## config.mk

```make
export PLATFORM = sky130hd
export DESIGN_NAME = lvoc_regs
export DESIGN_NICKNAME = d
export VERILOG_FILES = /design/src/design/lvoc_lane_map.v /design/src/design/lvoc_regs.v
export VERILOG_INCLUDE_DIRS = /design/src /design/src/design
export SDC_FILE = /design/constraint.sdc
export NUM_CORES = 1
export LEC_CHECK = 0
export BUFFER_PORTS_ARGS = -buffer_cell sky130_fd_sc_hd__buf_2
export CAP_MARGIN = 0
export CORE_MARGIN = 2
export CORE_UTILIZATION = 41
export DETAILED_ROUTE_END_ITERATION = 8
export PLACE_DENSITY_LB_ADDON = 0.15
export SLEW_MARGIN = 25
export SYNTH_ARGS = -nofsm -noshare
export SYNTH_HDL_FRONTEND = slang
export SYNTH_SLANG_ARGS = --single-unit
```

## constraint.sdc

```tcl
create_clock -name core_clk_in -period 1.3 [get_ports core_clk_in]
set_input_delay 0.195 -clock core_clk_in [delete_from_list [all_inputs] [get_ports core_clk_in]]
set_output_delay 0.195 -clock core_clk_in [all_outputs]
set_load 0.01 [all_outputs]
```

## src/design/lvoc_consts.vh

```
// Purpose: shared constants of the lvds output configuration block
// Assumes: included by its bare name from every design file
// Notes: offsets are byte addresses of the 8-bit configuration space
`ifndef LVOC_CONSTS_VH
`define LVOC_CONSTS_VH

// register offsets
`define LVOC_OFS_LEVEL 8'h19
`define LVOC_OFS_ROUTE 8'h1A

// reset values of whole registers
`define LVOC_RST_LEVEL 8'h05
`define LVOC_RST_ROUTE 8'h03

// field positions, level control register
`define LVOC_BIT_A_CM 6
`define LVOC_BIT_B_CM 4
`define LVOC_MSB_A_SW 3
`define LVOC_LSB_A_SW 2
`define LVOC_MSB_B_SW 1
`define LVOC_LSB_B_SW 0

// field positions, routing and termination register
`define LVOC_BIT_SWAP 6
`define LVOC_BIT_A_REV 5
`define LVOC_BIT_B_REV 4
`define LVOC_BIT_A_TERM 1
`define LVOC_BIT_B_TERM 0

// field reset values
`define LVOC_RST_CM 1'h0
`define LVOC_RST_SW 2'h1
`define LVOC_RST_SWAP 1'h0
`define LVOC_RST_REV 1'h0
`define LVOC_RST_TERM 1'h1

// stream mode code meaning two independent streams
`define LVOC_MODE_TWO_STREAM 2'h2

// lane indices within one channel: data 0..3, then clock
`define LVOC_LANES 5
`define LVOC_LANE_Y0 0
`define LVOC_LANE_Y1 1
`define LVOC_LANE_Y2 2
`define LVOC_LANE_Y3 3
`define LVOC_LANE_CLK 4

// read value of an unmapped address
`define LVOC_RD_NONE 8'h00

`endif

```

## src/design/lvoc_lane_map.v

```verilog
// Purpose: optional pin-order reversal of one lvds output channel
// Assumes: lane vector holds data lanes 0..3 then the clock lane
// Notes: one bit stands for a differential pair, both legs follow it
`include "lvoc_consts.vh"

module lvoc_lane_map (
  input wire reverse_in,
  input wire [`LVOC_LANES-1:0] lanes_in,
  output reg [`LVOC_LANES-1:0] lanes_out
);

  // swap 0<->3 and 1<->clk when reversed, lane 2 stays
  always @* begin
    lanes_out = lanes_in;
    if (reverse_in) begin
      lanes_out[`LVOC_LANE_Y0] = lanes_in[`LVOC_LANE_Y3];
      lanes_out[`LVOC_LANE_Y3] = lanes_in[`LVOC_LANE_Y0];
      lanes_out[`LVOC_LANE_Y1] = lanes_in[`LVOC_LANE_CLK];
      lanes_out[`LVOC_LANE_CLK] = lanes_in[`LVOC_LANE_Y1];
    end
  end

endmodule

```

## src/design/lvoc_regs.v

```verilog
// Purpose: lvds output level, routing and termination configuration
// Assumes: register port and pixel lanes run on core_clk_in
// Notes: stream mode comes from a neighbouring register, same clock
`include "lvoc_consts.vh"

// Summary of operation
// - bit 6 picks channel A common level: 0 high (reset), 1 low.
// - bit 4 picks channel B common level: 0 high (reset), 1 low.
// - bits 3:2 choose channel A differential swing, reset 01.
// - bits 1:0 choose channel B differential swing, reset 01.
// - swap clear sends odd pixels to A; set sends odd to B.
// - in two-stream mode swap sends stream A to B, B to A.
// - channel A reverse clear keeps lanes on normal pins.
// - channel A reverse set swaps lane 0/3 and 1/clock.
// - channel B reverse bit applies the same swap to B.
// - bits 1 and 0 select A and B termination, reset high-ohm.
module lvoc_regs (
  input wire core_clk_in,
  input wire rst_n_in,
  input wire [7:0] reg_addr_in,
  input wire [7:0] reg_wdata_in,
  input wire reg_wr_in,
  input wire reg_rd_in,
  output reg [7:0] reg_rdata_out,
  input wire [1:0] stream_mode_in,
  input wire [`LVOC_LANES-1:0] odd_lanes_in,
  input wire [`LVOC_LANES-1:0] even_lanes_in,
  output reg [`LVOC_LANES-1:0] chan_a_lanes_out,
  output reg [`LVOC_LANES-1:0] chan_b_lanes_out,
  output reg chan_a_common_level_sel_out,
  output reg chan_b_common_level_sel_out,
  output reg [1:0] chan_a_diff_swing_out,
  output reg [1:0] chan_b_diff_swing_out,
  output reg chan_a_termination_sel_out,
  output reg chan_b_termination_sel_out,
  output reg two_stream_swapped_out
);

  // field storage
  reg chan_a_common_level_sel_ff;
  reg chan_b_common_level_sel_ff;
  reg [1:0] chan_a_diff_swing_ff;
  reg [1:0] chan_b_diff_swing_ff;
  reg pixel_swap_ff;
  reg chan_a_lane_reverse_ff;
  reg chan_b_lane_reverse_ff;
  reg chan_a_termination_sel_ff;
  reg chan_b_termination_sel_ff;

  // next values
  reg nxt_chan_a_common_level_sel;
  reg nxt_chan_b_common_level_sel;
  reg [1:0] nxt_chan_a_diff_swing;
  reg [1:0] nxt_chan_b_diff_swing;
  reg nxt_pixel_swap;
  reg nxt_chan_a_lane_reverse;
  reg nxt_chan_b_lane_reverse;
  reg nxt_chan_a_termination_sel;
  reg nxt_chan_b_termination_sel;
  reg [7:0] nxt_rdata;

  // decode and assembled read images
  wire wr_level;
  wire wr_route;
  wire [7:0] level_image;
  wire [7:0] route_image;

  // routing and lane mapping
  reg [`LVOC_LANES-1:0] routed_a;
  reg [`LVOC_LANES-1:0] routed_b;
  wire [2*`LVOC_LANES-1:0] routed_both;
  wire [2*`LVOC_LANES-1:0] mapped_both;
  wire [1:0] reverse_both;
  wire two_stream;

  // address decode of write strobes
  assign wr_level = reg_wr_in && (reg_addr_in == `LVOC_OFS_LEVEL);
  assign wr_route = reg_wr_in && (reg_addr_in == `LVOC_OFS_ROUTE);

  // read images, reserved positions forced to zero
  assign level_image = {1'b0,
                        chan_a_common_level_sel_ff,
                        1'b0,
                        chan_b_common_level_sel_ff,
                        chan_a_diff_swing_ff,
                        chan_b_diff_swing_ff};
  assign route_image = {1'b0,
                        pixel_swap_ff,
                        chan_a_lane_reverse_ff,
                        chan_b_lane_reverse_ff,
                        2'h0,
                        chan_a_termination_sel_ff,
                        chan_b_termination_sel_ff};

  // level control register writes, reserved bits dropped
  always @* begin
    nxt_chan_a_common_level_sel = chan_a_common_level_sel_ff;
    nxt_chan_b_common_level_sel = chan_b_common_level_sel_ff;
    nxt_chan_a_diff_swing = chan_a_diff_swing_ff;
    nxt_chan_b_diff_swing = chan_b_diff_swing_ff;
    if (wr_level) begin
      // low level also needs the fine trim set by software
      nxt_chan_a_common_level_sel =
        reg_wdata_in[`LVOC_BIT_A_CM];
      nxt_chan_b_common_level_sel =
        reg_wdata_in[`LVOC_BIT_B_CM];
      nxt_chan_a_diff_swing =
        reg_wdata_in[`LVOC_MSB_A_SW:`LVOC_LSB_A_SW];
      nxt_chan_b_diff_swing =
        reg_wdata_in[`LVOC_MSB_B_SW:`LVOC_LSB_B_SW];
    end
  end

  // routing and termination register writes
  always @* begin
    nxt_pixel_swap = pixel_swap_ff;
    nxt_chan_a_lane_reverse = chan_a_lane_reverse_ff;
    nxt_chan_b_lane_reverse = chan_b_lane_reverse_ff;
    nxt_chan_a_termination_sel = chan_a_termination_sel_ff;
    nxt_chan_b_termination_sel = chan_b_termination_sel_ff;
    if (wr_route) begin
      nxt_pixel_swap = reg_wdata_in[`LVOC_BIT_SWAP];
      nxt_chan_a_lane_reverse =
        reg_wdata_in[`LVOC_BIT_A_REV];
      nxt_chan_b_lane_reverse = reg_wdata_in[`LVOC_BIT_B_REV];
      nxt_chan_a_termination_sel =
        reg_wdata_in[`LVOC_BIT_A_TERM];
      nxt_chan_b_termination_sel =
        reg_wdata_in[`LVOC_BIT_B_TERM];
    end
  end

  // read mux, data stand one cycle after the read strobe
  always @* begin
    nxt_rdata = `LVOC_RD_NONE;
    if (reg_rd_in) begin
      case (reg_addr_in)
        `LVOC_OFS_LEVEL: begin
          nxt_rdata = level_image;
        end
        `LVOC_OFS_ROUTE: begin
          nxt_rdata = route_image;
        end
        default: begin
          nxt_rdata = `LVOC_RD_NONE;
        end
      endcase
    end
  end

  // configuration flip-flops
  always @(posedge core_clk_in) begin
    if (!rst_n_in) begin
      chan_a_common_level_sel_ff <= `LVOC_RST_CM;
      chan_b_common_level_sel_ff <= `LVOC_RST_CM;
      chan_a_diff_swing_ff <= `LVOC_RST_SW;
      chan_b_diff_swing_ff <= `LVOC_RST_SW;
      pixel_swap_ff <= `LVOC_RST_SWAP;
      chan_a_lane_reverse_ff <= `LVOC_RST_REV;
      chan_b_lane_reverse_ff <= `LVOC_RST_REV;
      chan_a_termination_sel_ff <= `LVOC_RST_TERM;
      chan_b_termination_sel_ff <= `LVOC_RST_TERM;
    end else begin
      chan_a_common_level_sel_ff <= nxt_chan_a_common_level_sel;
      chan_b_common_level_sel_ff <= nxt_chan_b_common_level_sel;
      chan_a_diff_swing_ff <= nxt_chan_a_diff_swing;
      chan_b_diff_swing_ff <= nxt_chan_b_diff_swing;
      pixel_swap_ff <= nxt_pixel_swap;
      chan_a_lane_reverse_ff <= nxt_chan_a_lane_reverse;
      chan_b_lane_reverse_ff <= nxt_chan_b_lane_reverse;
      chan_a_termination_sel_ff <= nxt_chan_a_termination_sel;
      chan_b_termination_sel_ff <= nxt_chan_b_termination_sel;
    end
  end

  // stream mode decode
  assign two_stream = (stream_mode_in == `LVOC_MODE_TWO_STREAM);

  // odd/even or stream A/B routing onto the two channels
  always @* begin
    routed_a = odd_lanes_in;
    routed_b = even_lanes_in;
    if (pixel_swap_ff) begin
      // in two-stream mode odd input carries stream A
      routed_a = even_lanes_in;
      routed_b = odd_lanes_in;
    end
  end

  assign routed_both = {routed_b, routed_a};
  assign reverse_both = {chan_b_lane_reverse_ff, chan_a_lane_reverse_ff};

  // per-channel pin order mapping, index 0 is channel A
  genvar ch;
  generate
    for (ch = 0; ch < 2; ch = ch + 1) begin : g_chan
      lvoc_lane_map u_map (
        .reverse_in(reverse_both[ch]),
        .lanes_in(routed_both[ch*`LVOC_LANES +: `LVOC_LANES]),
        .lanes_out(mapped_both[ch*`LVOC_LANES +: `LVOC_LANES])
      );
    end
  endgenerate

  // registered outputs
  always @(posedge core_clk_in) begin
    if (!rst_n_in) begin
      reg_rdata_out <= `LVOC_RD_NONE;
      chan_a_lanes_out <= {`LVOC_LANES{1'b0}};
      chan_b_lanes_out <= {`LVOC_LANES{1'b0}};
      chan_a_common_level_sel_out <= `LVOC_RST_CM;
      chan_b_common_level_sel_out <= `LVOC_RST_CM;
      chan_a_diff_swing_out <= `LVOC_RST_SW;
      chan_b_diff_swing_out <= `LVOC_RST_SW;
      chan_a_termination_sel_out <= `LVOC_RST_TERM;
      chan_b_termination_sel_out <= `LVOC_RST_TERM;
      two_stream_swapped_out <= 1'b0;
    end else begin
      reg_rdata_out <= nxt_rdata;
      chan_a_lanes_out <= mapped_both[`LVOC_LANES-1:0];
      chan_b_lanes_out <= mapped_both[2*`LVOC_LANES-1:`LVOC_LANES];
      chan_a_common_level_sel_out <= nxt_chan_a_common_level_sel;
      chan_b_common_level_sel_out <= nxt_chan_b_common_level_sel;
      chan_a_diff_swing_out <= nxt_chan_a_diff_swing;
      chan_b_diff_swing_out <= nxt_chan_b_diff_swing;
      chan_a_termination_sel_out <= nxt_chan_a_termination_sel;
      chan_b_termination_sel_out <= nxt_chan_b_termination_sel;
      two_stream_swapped_out <= two_stream && pixel_swap_ff;
    end
  end

endmodule

```

## Word level (Yosys, flattened, before mapping)

Index checks and enable logic that the tools add are counted.

| storage, ports and cells | value |
|---|---|
| register bits | 30 |
| bits in latches | 0 |
| bits in writable memories | 0 |
| memory bits (read-only) | 0 |
| input port bits | 32 |
| output and inout bits | 27 |
| logic and storage cells | 27 |
| memories | 0 |

| cells by class | value |
|---|---|
| add/sub/neg operators | 0 |
| $mul | 0 |
| div/mod/pow operators | 0 |
| $lt $le $gt $ge | 0 |
| equality and inequality tests | 3 |
| shift-type cells | 0 |
| muxes and demuxes | 7 |
| bitwise logic cells | 0 |
| reduce and logical (&&, ||, !) cells | 4 |

Operators by type and width:

| kind | count |
|---|---|
| $eq A8 B5 Y1 const B | 2 |
| $pmux W7 S2 | 1 |
| $mux W5 | 2 |
| $mux W2 | 4 |
| $logic_and A1 B1 Y1 | 3 |
| $eq A2 B2 Y1 const B | 1 |
| $reduce_and A2 Y1 | 1 |

## Longest topological paths before layout

| logic depth | value |
|---|---|
| depth in word-level cells | 2 |
| gate-level depth with buffers | 5 |

## Modules after synthesis

From an unflattened synthesis, not the netlist that was laid out.

| second synthesis, totals | value |
|---|---|
| cells, all modules | 117 |
| area, all modules | 1,261.2 sq um |

Modules (own cells, without submodules):

| module | times used | cells an instance | area an instance (sq um) | seq. area each (sq um) |
|---|---|---|---|---|
| lvoc_regs | 1 | 107 | 1,156.1 | 580.6 |
| lvoc_lane_map | 2 | 5 | 52.6 | 0.0 |

## Least setup slack after synthesis

OpenSTA, ideal clock, no wires.

| timing path | value |
|---|---|
| path kind | register -> register |
| from | register pixel_swap_ff |
| to | register chan_a_lanes_out[0] |
| setup time | 0.115 ns |
| arrival | 1.181 ns |
| required time | 1.185 ns |
| setup slack | 0.004 ns |
| stages on the path, launching flop included | 4 |
| buffers on the path | 1 |
| period minus slack after synthesis | 1.296 ns |
| path through | dfxtp_1 buf_6 mux4_2 and2_1 |

| on the way | value |
|---|---|
| word-level cells in the longest chain between the ends | 2 |

Ends and longest elaborated chain:

| element | line | text |
|---|---|---|
| start: declaration | lvoc_regs.v:44 | `reg pixel_swap_ff;` |
| start signal: assignment | lvoc_regs.v:158 | `` pixel_swap_ff <= `LVOC_RST_SWAP; `` |
| start signal: assignment | lvoc_regs.v:168 | `pixel_swap_ff <= nxt_pixel_swap;` |
| $mux W5 | lvoc_regs.v:183 | `if (pixel_swap_ff) begin` |
| $mux W2 | lvoc_lane_map.v:15 | `if (reverse_in) begin` |
| end signal: assignment | lvoc_regs.v:209 | `` chan_a_lanes_out <= {`LVOC_LANES{1'b0}}; `` |
| end signal: assignment | lvoc_regs.v:220 | `` chan_a_lanes_out <= mapped_both[`LVOC_LANES-1:0]; `` |
| end: declaration | lvoc_regs.v:28 | `` output reg [`LVOC_LANES-1:0] chan_a_lanes_out, `` |

Every way passes these cells.
A chain may end at the register's enable or synchronous reset.

## Worst setup path after layout

| timing path | value |
|---|---|
| from | register pixel_swap_ff |
| to | register chan_a_lanes_out[3] |

The elaborated chain is that of the path after synthesis.

==> results.py <==
metrics = {
    "layout": {
        "syn_to_final_growth_pct": 32.70,
        "drive_gt1_share_pct": 47.70,
        "final_util_pct": 56.09,
        "antenna_cells": 0,
        "nets": 205,
        "final_area_sq_um": 1670,
        "nFillCells": 273,
        "instances_no_fill": 207,
    },
    "detailed_routing": {
        "dr.pass1.iters": 4,
        "first_iter_violations": 11,
        "vias": 1036,
        "drt-total-wl_mm": 2.570,
        "antenna_left": 0,
        "drt-vias-per-instance": 5.005,
        "drc": 0,
        "routedWlPerCell_um": 12.42,
    },
    "global_routing": {
        "antenna_found_initial": 0,
        "grt-ovfl-total": 0,
        "grt_max_degree": 22,
        "grt_pass1_wl_mm": 3.995,
        "grt.total_usage_pct": 15.91,
        "grt_pass1_vias": 952,
    },
    "clocking": {
        "root_buffer": "clkbuf_4",
        "worstSkewPairLatency_ps": 330,
        "cts_tree": "done",
        "path_clk_slew_ps": 90,
        "clk_path_buf_depth": 2,
        "cts_sinks": 29,
        "ctsHtreeMaxLevel": 2,
        "cts_buffers": 5,
    },
    "floorplan": {
        "die_x_um": 59.41,
        "die_h_um": 59.41,
        "fp-row-count": 20,
        "dieArea_sq_um": 3529,
        "core_area_sq_um": 2978,
        "start_util_pct": 42.27,
        "pin_count": 59,
    },
    "pwr": {
        "powerDensity_nw_per_um2": 1012,
        "ir_drop_v": 0.0004257,
        "leakage_uw": 0.0007712,
        "p_total_uw": 1691,
    },
    "worst_setup_path": {
        "path_max_fanout": 8,
        "path_cells": "buf_12, mux4_2, and2_1",
        "worstSetupPathType": "reg -> reg",
        "arrival_ps": 1480,
        "cp-end-kind": "register",
        "cpPeakStageDelay_ps": 490,
        "worstPathRequired_ps": 1530,
        "crit_path_top_delay_cell": "mux4_2",
        "crit_path_start_kind": "register",
    },
    "yosys": {
        "synth_compound_area_share_pct": 2.386,
        "synthTopCellsByArea": "dfxtp_1 46%, mux4_1 10%, mux2i_1 10%",
        "seq_area_frac_synth_pct": 46.12,
        "yosysUniqueCellTypes": 20,
        "syn-instance-count": 110,
        "synth_seq_cells": 29,
        "synth.top_cell.area_share_pct": 46.12,
        "synth_top_family_by_area": "multiplexers",
        "yosys.area_share.xor_xnor_pct": 0,
        "synth-simple-area-share_pct": 20.97,
        "syn_nets": 142,
        "yosysWarnings": 0,
        "muxShareOfSynthArea_pct": 26.14,
        "synth_top_area_cell": "dfxtp_1",
        "syn_avg_cell_area_sq_um": 11.44,
        "yosys.area_share.adder_pct": 0,
        "netlist_area_sq_um": 1259,
    },
    "timing": {
        "layout_min_cycle_time_ps": 1254,
        "slew_violations": 0,
        "rsz0062_at_grt": "false",
        "hold_viol": 0,
        "final-setup-viol-count": 0,
        "min_period_over_period_pct": 96.46,
        "clock_skew_ps": 5.790,
        "max_freq_mhz": 797.4,
    },
    "min_path": {
        "hold_class": "in -> reg",
    },
    "placed_design": {
        "hpwl_mm": 1.926,
        "globalplace.congestion": 0.6842,
        "dpl-instance-area_sq_um": 1602,
        "port_buffers": 56,
        "post-place-cells": 198,
    },
    "run": {
        "maxCapViolCount": 0,
    },
    "outcome": {
        "status": "completed",
    },
}
-- metrics by stage --
| step | setup TNS, ps | hold slack, ps | setup slack, ps |
|---|---|---|---|
| final | 0 | 98.46 | 45.99 |
| after global routing | 0 | 99.99 | 7.819 |
| after CTS | 0 | 83.09 | 6.199 |
| after detailed placement | -59.77 | 452.9 | -23.80 |
| after global placement | -18.07 | 442.7 | -6.620 |
| after floorplan | 0 | 337.1 | 3.888 |
-- worst max-delay path, delay by kind of cell (launching register included) --
family	cells	cell delay [ps]
mux	1	490
simple gates	1	170
flops	1	360
buf+inv	1	130
-- cells in the mapped netlist --
cell type and number:
buf_4 2, clkbuf_1 4, nor2_1 5, mux4_1 5
a22oi_1 4, clkbuf_2 1, mux2i_1 13, and3_1 3
buf_2 1, nand4_1 2, and4bb_2 1, and2_1 8
nor2b_1 11, and4b_2 1, buf_6 1, conb_1 1
and4_1 3, dfxtp_1 29, mux4_2 3, nand2_1 12
-- area by class of cell --
cell class / count / area, sq um / share of cell area (%)
multi-input cells: 72 / 615.6 / 36.85
repair buffers: 65 / 360.3 / 21.57
clock buffers: 7 / 65.06 / 3.895
clock inverters: 1 / 5.005 / 0.2996
well taps: 33 / 41.29 / 2.472
flip-flops and latches: 29 / 583.1 / 34.91
-- worst paths after layout --
path	startpoint	endpoint	slack, ps	cells past startpoint
hold / removal	reg_wdata_in[5]	chan_a_lane_reverse_ff	100	3
hold reg to reg	chan_b_common_level_sel_out	chan_b_common_level_sel_out	480	2
setup reg to reg	pixel_swap_ff	chan_a_lanes_out[3]	50	3
setup / recovery	pixel_swap_ff	chan_a_lanes_out[3]	50	3
-- cells by family (layout without fill, tap and decap cells) --
logic type             after synthesis  count (layout)
AOI/OAI and AO/OA                    4               4
DFF                                 29              29
and+or+nand+nor                     46              46
other                                1               1
buffers and inverters                9              73
muxes                               21              21
-- report_power, final --
part / switching [uW] / total (uW) / internal, uW
Clock: 313 / 626 / 313
Combinational: 71.6 / 158 / 86.3
Sequential: 3.14 / 907 / 904
-- cell usage in the layout (no fill, tap or decap) --
cell / instances
mux4_1: 2
nor2_1: 5
nor2b_1: 11
nand4_1: 2
and3_1: 3
conb_1: 1
dfxtp_2: 2
and2_1: 8
dfxtp_1: 27
buf_4: 8
and4b_2: 1
clkinv_2: 1
and4bb_2: 1
and4_1: 3
clkbuf_8: 2
clkbuf_4: 5
a22oi_1: 4
mux4_2: 6
buf_12: 1
buf_2: 56
mux2i_1: 13
nand2_1: 12
-- state kept, by name (all words and copies together) (netlist names) --
register	count
chan_a_termination_sel_out	1
chan_b_lane_reverse_ff	1
chan_a_common_level_sel_out	1
chan_b_diff_swing_out	2
chan_b_lanes_out	5
chan_a_lane_reverse_ff	1
reg_rdata_out	7
chan_a_diff_swing_out	2
two_stream_swapped_out	1
pixel_swap_ff	1
chan_b_common_level_sel_out	1
chan_b_termination_sel_out	1
chan_a_lanes_out	5
-- routing by layer --
layer / part of all wire (%) / vias to the layer above / GRT usage [%]
met3: 8.8 / 8 / 5.895
met5: 0 / - / 0
li1: - / 512 / -
met1: 40 / 475 / 16.92
met4: 2.6 / 0 / 10.71
met2: 48 / 41 / 26.06
-- timing repair --
action                                  CTS  global route
hold buffers                              0             0
resized for setup                         1             4
endpoints found under the setup margin    4             4
setup buffers                             1             0
endpoints found under the hold margin     0             0
(Power assumes the default switching activity.)
